$ cat src/etcsw_pkg.sv
// Constants shared by the transmit client stream block and its lane decoder.
// Assumes a single clock domain; the design's main widths and limits are named here.
`default_nettype none

package etcsw_pkg;

    localparam int          ETCSW_WORDS          = 4;
    localparam int          ETCSW_WORD_W         = 64;
    localparam int          ETCSW_BUS_W          = ETCSW_WORDS * ETCSW_WORD_W;
    localparam int          ETCSW_EMPTY_W        = 3;
    localparam int          ETCSW_CNT_W          = 4;
    localparam logic [3:0]  ETCSW_BYTES_PER_WORD = 4'h8;
    localparam logic [3:0]  ETCSW_MIN_FRAME      = 4'h9;
    localparam logic [3:0]  ETCSW_LEN_SAT        = 4'hF;
    localparam logic [3:0]  ETCSW_NONE           = 4'h0;
    localparam logic [3:0]  ETCSW_ALL_IDLE       = 4'hF;
    localparam logic [63:0] ETCSW_WORD_RST       = 64'h0000_0000_0000_0000;
    localparam logic [63:0] ETCSW_CORRUPT_MASK   = 64'hFFFF_FFFF_FFFF_FFFF;
    localparam real         ETCSW_TXMAC_MHZ      = 390.625;
    localparam real         ETCSW_SYS_CLK_MHZ    = 100.0;

endpackage : etcsw_pkg

`default_nettype wire

$ cat src/etcsw_tx_client.sv
// Transmit client stream port: takes four-word groups, sends them one word per cycle.
// Assumes the client holds its inputs until din_req and keeps packets gap free.
`timescale 1ns/10ps
`default_nettype none

// Overview of operation
// - Data bus is 256 bits, big-endian, top word in bits 255 to 192.
// - Four start markers; a packet starts only in a word's top byte.
// - Marker bit 0 refers to the lowest word, bits 63 to 0.
// - Four end markers flag the word holding a packet's last byte.
// - Three-bit empty count per word gives invalid bytes of an ending word.
// - Empty counts of words not ending a packet are ignored.
// - Four-bit idle marker, one bit per word, flags words carrying no frame data.
// - din_req shows the presented word group is taken this cycle.
// - Error bit z is sampled only when end marker bit z is set, corrupting that packet.
// - A packet with injected error returns malformed in loopback.
// - Device drives the transmit MAC clock that times every interface signal.
module etcsw_tx_client
    import etcsw_pkg::*;
(
    input  wire logic                     sys_clk,
    input  wire logic                     reset_n,
    output logic                          clk_txmac,
    input  wire logic [ETCSW_BUS_W-1:0]   din,
    input  wire logic [ETCSW_WORDS-1:0]   din_sop,
    input  wire logic [ETCSW_WORDS-1:0]   din_eop,
    input  wire logic [3*ETCSW_WORDS-1:0] din_eop_empty,
    input  wire logic [ETCSW_WORDS-1:0]   din_idle,
    input  wire logic [ETCSW_WORDS-1:0]   tx_error,
    output logic                          din_req,
    output logic      [ETCSW_WORD_W-1:0]  link_data_q,
    output logic                          link_valid_q,
    output logic                          link_sop_q,
    output logic                          link_eop_q,
    output logic      [ETCSW_CNT_W-1:0]   link_bytes_q,
    output logic                          link_err_q,
    output logic                          frame_short_q,
    output logic                          frame_gap_q
);

    logic [ETCSW_WORD_W-1:0] lane_word [ETCSW_WORDS];
    logic [ETCSW_CNT_W-1:0]  lane_bytes[ETCSW_WORDS];
    logic [ETCSW_WORDS-1:0]  lane_err;

    logic [ETCSW_WORD_W-1:0] word_q [ETCSW_WORDS];
    logic [ETCSW_WORD_W-1:0] word_d [ETCSW_WORDS];
    logic [ETCSW_CNT_W-1:0]  bytes_q[ETCSW_WORDS];
    logic [ETCSW_CNT_W-1:0]  bytes_d[ETCSW_WORDS];
    logic [ETCSW_WORDS-1:0]  sop_q, sop_d;
    logic [ETCSW_WORDS-1:0]  eop_q, eop_d;
    logic [ETCSW_WORDS-1:0]  err_q, err_d;
    logic [ETCSW_WORDS-1:0]  pend_q, pend_d;
    logic [ETCSW_WORDS-1:0]  sel_oh;
    logic [1:0]              sel_idx;
    logic                    accept;

    logic [ETCSW_WORD_W-1:0] link_data_d;
    logic                    link_valid_d, link_sop_d, link_eop_d, link_err_d;
    logic [ETCSW_CNT_W-1:0]  link_bytes_d;

    logic                    open_q, open_d;
    logic [ETCSW_CNT_W-1:0]  len_q, len_d;
    logic                    frame_short_d, frame_gap_d;

    // The interface clock is the block clock, driven out to the client
    assign clk_txmac = sys_clk;

    // Marker bit z, empty bits [3z+2:3z] and error bit z all refer to din word z
    genvar gz;
    generate
        for (gz = 0; gz < ETCSW_WORDS; gz++)
        begin : g_lane
            etcsw_lane u_lane (
                .word_i  (din[gz*ETCSW_WORD_W +: ETCSW_WORD_W]),
                .eop_i   (din_eop[gz]),
                .empty_i (din_eop_empty[gz*ETCSW_EMPTY_W +: ETCSW_EMPTY_W]),
                .err_i   (tx_error[gz]),
                .word_o  (lane_word[gz]),
                .bytes_o (lane_bytes[gz]),
                .err_o   (lane_err[gz])
            );
        end
    endgenerate

    // Highest pending word goes out first, so bytes leave in big-endian order
    always_comb
    begin
        sel_oh  = ETCSW_NONE;
        sel_idx = 2'h0;
        for (int i = 0; i < ETCSW_WORDS; i++)
        begin
            if (pend_q[i])
            begin
                sel_oh  = 4'h1 << i;
                sel_idx = 2'(i);
            end
        end
    end

    // Zero ready latency: the group is taken in the cycle din_req is high
    assign din_req = reset_n && ((pend_q & ~sel_oh) == ETCSW_NONE);
    assign accept  = din_req;

    always_comb
    begin
        pend_d = pend_q & ~sel_oh;
        sop_d  = sop_q;
        eop_d  = eop_q;
        err_d  = err_q;
        for (int i = 0; i < ETCSW_WORDS; i++)
        begin
            word_d[i]  = word_q[i];
            bytes_d[i] = bytes_q[i];
        end
        if (accept)
        begin
            pend_d = ~din_idle;
            sop_d  = din_sop;
            eop_d  = din_eop;
            err_d  = lane_err;
            for (int i = 0; i < ETCSW_WORDS; i++)
            begin
                word_d[i]  = lane_word[i];
                bytes_d[i] = lane_bytes[i];
            end
        end
    end

    always_comb
    begin
        link_valid_d = |pend_q;
        link_data_d  = word_q[sel_idx];
        link_sop_d   = |(sop_q & sel_oh);
        link_eop_d   = |(eop_q & sel_oh);
        link_err_d   = |(err_q & sel_oh);
        link_bytes_d = link_valid_d ? bytes_q[sel_idx] : ETCSW_NONE;
    end

    // Packet framing check on the accepted group, walked from the top word down
    always_comb
    begin
        logic [4:0] sum;
        sum           = 5'h00;
        open_d        = open_q;
        len_d         = len_q;
        frame_short_d = 1'b0;
        frame_gap_d   = 1'b0;
        if (accept)
        begin
            for (int i = ETCSW_WORDS - 1; i >= 0; i--)
            begin
                if (din_idle[i])
                begin
                    frame_gap_d = frame_gap_d | open_d;
                end
                else
                begin
                    if (din_sop[i])
                    begin
                        open_d = 1'b1;
                        len_d  = ETCSW_NONE;
                    end
                    sum   = {1'b0, len_d} + {1'b0, lane_bytes[i]};
                    len_d = sum[4] ? ETCSW_LEN_SAT : sum[3:0];
                    if (din_eop[i])
                    begin
                        frame_short_d = frame_short_d | (len_d < ETCSW_MIN_FRAME);
                        open_d        = 1'b0;
                    end
                end
            end
        end
    end

    always_ff @(posedge sys_clk)
    begin
        if (!reset_n)
        begin
            pend_q        <= ETCSW_NONE;
            sop_q         <= ETCSW_NONE;
            eop_q         <= ETCSW_NONE;
            err_q         <= ETCSW_NONE;
            for (int i = 0; i < ETCSW_WORDS; i++)
            begin
                word_q[i]  <= ETCSW_WORD_RST;
                bytes_q[i] <= ETCSW_NONE;
            end
            link_data_q   <= ETCSW_WORD_RST;
            link_valid_q  <= 1'b0;
            link_sop_q    <= 1'b0;
            link_eop_q    <= 1'b0;
            link_err_q    <= 1'b0;
            link_bytes_q  <= ETCSW_NONE;
            open_q        <= 1'b0;
            len_q         <= ETCSW_NONE;
            frame_short_q <= 1'b0;
            frame_gap_q   <= 1'b0;
        end
        else
        begin
            pend_q        <= pend_d;
            sop_q         <= sop_d;
            eop_q         <= eop_d;
            err_q         <= err_d;
            for (int i = 0; i < ETCSW_WORDS; i++)
            begin
                word_q[i]  <= word_d[i];
                bytes_q[i] <= bytes_d[i];
            end
            link_data_q   <= link_data_d;
            link_valid_q  <= link_valid_d;
            link_sop_q    <= link_sop_d;
            link_eop_q    <= link_eop_d;
            link_err_q    <= link_err_d;
            link_bytes_q  <= link_bytes_d;
            open_q        <= open_d;
            len_q         <= len_d;
            frame_short_q <= frame_short_d;
            frame_gap_q   <= frame_gap_d;
        end
    end

    property p_full_group_drains;
        @(posedge sys_clk) disable iff (!reset_n)
        din_req && din_idle == 4'h0 |-> ##2 link_valid_q [*4];
    endproperty
    a_full_group_drains: assert property (p_full_group_drains) else $error("full group not sent in four words");

    property p_top_word_first;
        @(posedge sys_clk) disable iff (!reset_n)
        din_req && din_idle == 4'h0 && !din_eop[3] |-> ##2 link_data_q == $past(din[255:192], 2);
    endproperty
    a_top_word_first: assert property (p_top_word_first) else $error("top word not sent first");

    property p_low_word_last;
        @(posedge sys_clk) disable iff (!reset_n)
        din_req && din_idle == 4'h0 && din_eop == 4'h0 |-> ##5 link_data_q == $past(din[63:0], 5);
    endproperty
    a_low_word_last: assert property (p_low_word_last) else $error("word 0 not sent last");

    property p_all_idle_skipped;
        @(posedge sys_clk) disable iff (!reset_n)
        din_req && din_idle == 4'hF |-> ##2 !link_valid_q;
    endproperty
    a_all_idle_skipped: assert property (p_all_idle_skipped) else $error("idle word was sent");

    property p_sop_marked;
        @(posedge sys_clk) disable iff (!reset_n)
        din_req && din_idle == 4'h0 && din_sop == 4'h8 |-> ##2 link_sop_q ##1 !link_sop_q;
    endproperty
    a_sop_marked: assert property (p_sop_marked) else $error("start marker misplaced");

    property p_empty_count;
        @(posedge sys_clk) disable iff (!reset_n)
        din_req && din_idle == 4'h0 && din_eop[3]
            |-> ##2 link_eop_q && link_bytes_q == 4'h8 - {1'b0, $past(din_eop_empty[11:9], 2)};
    endproperty
    a_empty_count: assert property (p_empty_count) else $error("end word byte count wrong");

    property p_empty_ignored;
        @(posedge sys_clk) disable iff (!reset_n)
        din_req && din_idle == 4'h0 && din_eop == 4'h0 |-> ##2 link_bytes_q == 4'h8 && !link_eop_q;
    endproperty
    a_empty_ignored: assert property (p_empty_ignored) else $error("empty count used without end");

    property p_error_injected;
        @(posedge sys_clk) disable iff (!reset_n)
        din_req && din_idle == 4'h0 && din_eop[3] && tx_error[3]
            |-> ##2 link_err_q && link_data_q == ~$past(din[255:192], 2);
    endproperty
    a_error_injected: assert property (p_error_injected) else $error("error not injected");

    property p_error_ignored;
        @(posedge sys_clk) disable iff (!reset_n)
        din_req && din_eop == 4'h0 |-> ##2 !link_err_q;
    endproperty
    a_error_ignored: assert property (p_error_ignored) else $error("error bit taken outside end cycle");

    property p_req_held;
        @(posedge sys_clk) disable iff (!reset_n)
        din_req && din_idle == 4'h0 |-> ##1 !din_req [*3] ##1 din_req;
    endproperty
    a_req_held: assert property (p_req_held) else $error("new group taken while words remain");

    property p_short_flagged;
        @(posedge sys_clk) disable iff (!reset_n)
        din_req && (din_sop & din_eop & ~din_idle) != 4'h0 |-> ##1 frame_short_q;
    endproperty
    a_short_flagged: assert property (p_short_flagged) else $error("one-word packet not flagged short");

    property p_idle_link_quiet;
        @(posedge sys_clk) disable iff (!reset_n)
        !link_valid_q |-> link_bytes_q == 4'h0 && !link_sop_q && !link_eop_q && !link_err_q;
    endproperty
    a_idle_link_quiet: assert property (p_idle_link_quiet) else $error("markers shown without a word");

    c_back_to_back: cover property (@(posedge sys_clk) disable iff (!reset_n) din_req ##1 din_req);
    c_error_end: cover property (@(posedge sys_clk) disable iff (!reset_n) link_err_q && link_eop_q);
    c_short: cover property (@(posedge sys_clk) disable iff (!reset_n) frame_short_q);
    c_gap: cover property (@(posedge sys_clk) disable iff (!reset_n) frame_gap_q);
    c_full_group: cover property (@(posedge sys_clk) disable iff (!reset_n) din_req && din_idle == 4'h0);

endmodule : etcsw_tx_client

`default_nettype wire

$ cat src/etcsw_lane.sv
// One 64-bit lane of the client bus: byte count and error corruption.
// Assumes the caller provides the lane's own end marker, empty count and error bit.
`timescale 1ns/10ps
`default_nettype none

module etcsw_lane
    import etcsw_pkg::*;
(
    input  wire logic [ETCSW_WORD_W-1:0]  word_i,
    input  wire logic                     eop_i,
    input  wire logic [ETCSW_EMPTY_W-1:0] empty_i,
    input  wire logic                     err_i,
    output logic      [ETCSW_WORD_W-1:0]  word_o,
    output logic      [ETCSW_CNT_W-1:0]   bytes_o,
    output logic                          err_o
);

    always_comb
    begin
        // Empty count only matters on an ending word
        if (eop_i)
        begin
            bytes_o = ETCSW_BYTES_PER_WORD - {1'b0, empty_i};
        end
        else
        begin
            bytes_o = ETCSW_BYTES_PER_WORD;
        end
        // Error bit only counts in an end cycle; inverting the final word breaks the check sequence
        err_o  = eop_i & err_i;
        word_o = err_o ? (word_i ^ ETCSW_CORRUPT_MASK) : word_i;
    end

endmodule : etcsw_lane

`default_nettype wire

$ cat config.mk
export PLATFORM = sky130hd
export DESIGN_NAME = etcsw_tx_client
export DESIGN_NICKNAME = d
export VERILOG_FILES = /design/src/etcsw_pkg.sv /design/src/etcsw_tx_client.sv /design/src/etcsw_lane.sv
export SDC_FILE = /design/constraint.sdc
export NUM_CORES = 1
export LEC_CHECK = 0
export BUFFER_PORTS_ARGS = -buffer_cell sky130_fd_sc_hd__buf_2
export CAP_MARGIN = 40
export CORE_UTILIZATION = 40
export CTS_CLUSTER_SIZE = 16
export DETAILED_ROUTE_END_ITERATION = 12
export PLACE_DENSITY = 0.65
export SLEW_MARGIN = 10
export SYNTH_ARGS = -nofsm -noshare
export SYNTH_HDL_FRONTEND = slang
export SYNTH_HIERARCHICAL = 1
export SYNTH_SLANG_ARGS = --single-unit
$ cat constraint.sdc
create_clock -name sys_clk -period 9.4 [get_ports sys_clk]
set_input_delay 0.94 -clock sys_clk [delete_from_list [all_inputs] [get_ports sys_clk]]
set_output_delay 0.94 -clock sys_clk [all_outputs]
set_load 0.01 [all_outputs]
# Word level (Yosys, flattened, before mapping)
# Memory sizes are Yosys's and may differ from the RTL's. A register that Yosys moved wholly into a read port is not among the register bits.
# Cells that the tools add are included.
[classes]
add_sub_neg = 8
n_eq_ne = 1
bitwise_logic = 28
n_lt_le_gt_ge = 4
n_reduce_logical = 11
muxes = 81
[op_table]
columns = ["cell", "count"]
rows = [
  ["64-bit 2-to-1 mux", 8],
  ["256-bit 2-to-1 mux", 1],
  ["64-bit NOT", 4],
  ["4-bit 2-to-1 mux", 30],
  ["1-bit 2-to-1 mux", 37],
  ["4-bit by 4-bit adder with 5-bit output", 4],
  ["4-bit AND", 4],
  ["4-bit < comparator (second input constant)", 4],
  ["16-bit 2-to-1 mux", 1],
  ["4-bit OR reduction", 4],
  ["4-bit by 3-bit subtractor with 4-bit output (first input constant)", 4],
  ["1-bit bitwise OR", 14],
  ["4-bit NOT", 2],
  ["2-bit 2-to-1 mux", 3],
  ["2-bit AND reduction", 3],
  ["1-bit AND", 4],
  ["4-bit zero test", 1],
  ["3-bit 2-to-1 mux", 1],
  ["1-bit zero test", 2],
  ["1-bit logical AND", 1],
  ["1-bit != test (second input constant)", 1],
]
[word_totals]
inputBits = 286
ramBits = 272
elab_cells = 147
ff_bits = 27
memories = 2
[memory_table]
columns = ["name", "words", "width", "rd", "rd_clocked_by_memory_dff", "wr", "line", "rtl"]
rows = [
  ["word_q", 4, 64, 1, 1, 4, "etcsw_tx_client.sv:45", "logic [ETCSW_WORD_W-1:0] word_q [ETCSW_WORDS];"],
  ["bytes_q", 4, 4, 1, 1, 4, "etcsw_tx_client.sv:47", "logic [ETCSW_CNT_W-1:0] bytes_q[ETCSW_WORDS];"],
]

# Depth between registers and ports, before layout
[depth]
word_depth = 33
mapped_depth = 31

# Cells and area by module
# The synthesis kept the hierarchy.
[by_module_without_submodules]
columns = ["module", "cells_each", "area_per_inst_um2", "n_inst"]
rows = [
  ["etcsw_tx_client", 1365, 16011.6, 1],
  ["etcsw_lane", 81, 1112.3, 4],
]

==> impl_metrics.json <==
{
  "status": "complete, no violations",
  "ys_warn_count": 6,
  "syn_inst": 1689,
  "grt_max_degree": 137,
  "core_um2": 50270,
  "skew_ps": 14.75,
  "timing.final.crit_share_pct": 71.81,
  "layout.nets": 2314,
  "cp-start-kind": "input pin",
  "clk_latency_ps": 680,
  "regArea_um2": 10080,
  "finalCriticalPeriod_ps": 6750,
  "path_clk_slew_ps": 70,
  "grt_pass1_vias": 13230,
  "ys_types": 65,
  "pre_cts_slack_ps": 2056,
  "required_ps": 9970,
  "dr.first_iter.drc_count": 763,
  "cts_hold_buf": 0,
  "netlist_area_um2": 20460,
  "setup_viol": 0,
  "tns_ps": 0,
  "ys_ff_latch": 367,
  "drc": 0,
  "synthesis.nets": 1999,
  "max_freq_ghz": 0.1481,
  "routedWlPerCell_um": 17.83,
  "gp_congestion": 0.8430,
  "tightest_slew_ps": 842.8,
  "powerDensity_nw_per_um2": 213.9,
  "path_max_fanout": 4,
  "rsz0062_at_grt": "no",
  "vias_per_cell": 4.832,
  "critPathKind": "in2reg",
  "yosysSeqAreaShare_pct": 49.21,
  "die_area_um2": 52060,
  "detail-route-antenna-nets": 0,
  "synth-main-ff-cell": "edfxtp_1",
  "die_x_um": 228.2,
  "synth_area_per_cell_um2": 12.11,
  "cap_violations": 0,
  "cts_tree": "yes",
  "ys_async_sr_fraction_pct": 0,
  "overflow": 0,
  "fin_ws_ps": 2650,
  "synth_edf_count": 272,
  "max_stage_delay_ps": 480,
  "hp-class": "reg2reg",
  "start_util_pct": 40.70,
  "power.leakage_nw": 10.56,
  "placed_area_um2": 22590,
  "vdd_drop_max_mv": 0.1300,
  "worst_setup_path_end_kind": "register",
  "portBuffers": 361,
  "post-cts-setup-buffers": 0,
  "dp_hpwl_um": 32250,
  "slew_violations": 0,
  "drive_gt1_share_pct": 32.84,
  "cts_repair_resize_count": 0,
  "vias": 13110,
  "slew_headroom_pct": 43.08,
  "wl_um": 48390,
  "hold_viol": 0,
  "design_area_um2": 24180,
  "rows": 82,
  "track_usage_pct": 18.81,
  "io_pins": 362,
  "critical_path_arrival_ps": 7320,
  "r2r_slack_ps": 2720,
  "power_mw": 5.173,
  "slowest_stage": "fa_1",
  "multiInputGateArea_um2": 9447,
  "grt_pass1_wl_um": 75000,
  "fillers": 4503,
  "antenna_found_initial": 6,
  "die_h_um": 228.2,
  "area_delta_synth_final_pct": 18.20,
  "first_pass_iters": 5
}
## state kept, by name (all words and copies together), names as in the netlist
register	count
link_err_q	1
bytes_q	16
len_q	4
eop_q	4
frame_gap_q	1
link_valid_q	1
word_q	256
sop_q	4
link_sop_q	1
link_data_q	64
err_q	4
pend_q	4
frame_short_q	1
link_eop_q	1
open_q	1
link_bytes_q	4
## kinds of logic (layout without fill, tap and decap cells)
group                    Yosys count  count (layout)  share of synthesized area [%]
other                              0               1                              0
AO/OA/AOI/OAI                    229             229                          6.653
AND/OR/NAND/NOR                  581             581                          15.60
multiplexers                      72              72                          3.522
adder cells (fa/ha/maj)           26              26                          1.718
XOR/XNOR                         262             262                          18.41
buffers and inverters            152             503                          4.886
flip-flops                       367             367                          49.21
## where the power goes
group	total (mW)	leakage (nW)	internal [mW]	switching, mW
Sequential	2.27	3.86	2.15	0.121
Clock	1.82	0.763	1.10	0.722
Combinational	1.08	5.94	0.497	0.583
## worst paths after layout
kind,end,cells after the start,startpoint
max,frame_short_q,30,din_eop_empty[9]
min,eop_q[2],2,eop_q[2]
max reg2reg,frame_short_q,28,len_q[0]
min reg2reg,eop_q[2],2,eop_q[2]
## worst max-delay path: cells and delay by family
| kind | cells | cell delay [ps] |
|---|---|---|
| adders and majority gates | 7 | 2550 |
| and+or+nand+nor | 11 | 2030 |
| AOI/OAI and AO/OA | 7 | 1430 |
| buffers and inverters | 5 | 350 |
## cells in the final DEF (no fill, tap or decap), types with 5 or more instances in the layout
cell type | synthesis | routed
a211oi_1 | 9 | 9
a21o_1 | 6 | 6
a21oi_1 | 76 | 76
a22o_1 | 11 | 11
a22oi_1 | 5 | 5
and2_1 | 349 | 349
buf_2 | 44 | 361
buf_4 | 5 | 12
bufinv_16 | 0 | 5
clkbuf_16 | 0 | 47
clkinv_1 | 0 | 6
clkinv_2 | 0 | 8
clkinvlp_4 | 0 | 5
dfxtp_1 | 95 | 92
edfxtp_1 | 272 | 272
ha_1 | 20 | 20
inv_1 | 35 | 34
mux2i_1 | 72 | 72
nand2_1 | 85 | 85
nand2b_1 | 7 | 7
nor2_1 | 97 | 97
nor2b_1 | 7 | 7
nor3_1 | 6 | 6
o21ai_0 | 83 | 83
o31ai_1 | 5 | 5
xnor2_1 | 65 | 65
xnor2_2 | 196 | 196
## metrics by stage
stage	hold WS, ps	instances	utilization (%)
floorplan	425.4	1689	-
global placement	438.7	2618	44.58
detailed placement	448.3	2626	44.93
CTS	463.4	2711	48.05
global route	485.0	2713	48.11
finish	458.8	2713	48.11
## cells in the mapped netlist, drive strengths merged, types with 5 or more instances
cell type | number | share of area (%)
a22oi | 5 | 0.18
edfxtp | 272 | 40
a22o | 11 | 0.47
o31ai | 5 | 0.18
xnor2 | 261 | 18
and2 | 349 | 11
nor2b | 7 | 0.21
ha | 20 | 1.2
buf | 82 | 3.6
a21oi | 77 | 1.9
dfxtp | 95 | 9.3
a211oi | 9 | 0.33
inv | 36 | 0.66
nand2 | 89 | 1.7
nor2 | 97 | 1.8
mux2i | 72 | 3.5
nor3 | 6 | 0.15
o21ai | 83 | 2.0
nand2b | 7 | 0.21
a21o | 6 | 0.22
clkbuf | 34 | 0.62
## final cells by class
cell class / count / share of cell area [%]
Inverter: 36 / 0.6105
Tap cell: 672 / 3.477
Multi-Input combinational cell: 1170 / 39.06
Clock buffer: 56 / 5.174
Clock inverter: 30 / 1.330
Sequential cell: 367 / 41.68
Antenna cell: 1 / 0.01035
Timing Repair Buffer: 381 / 8.655
## layer usage
layer | share of wire (%) | track usage, % | vias up
met5 | 0.087 | 0 | -
met4 | 2.0 | 5.579 | 6
met3 | 6.4 | 4.462 | 63
met2 | 49 | 31.30 | 390
met1 | 42 | 24.24 | 6262
li1 | - | - | 6388
No activity file was read; power rests on OpenSTA's default activity.
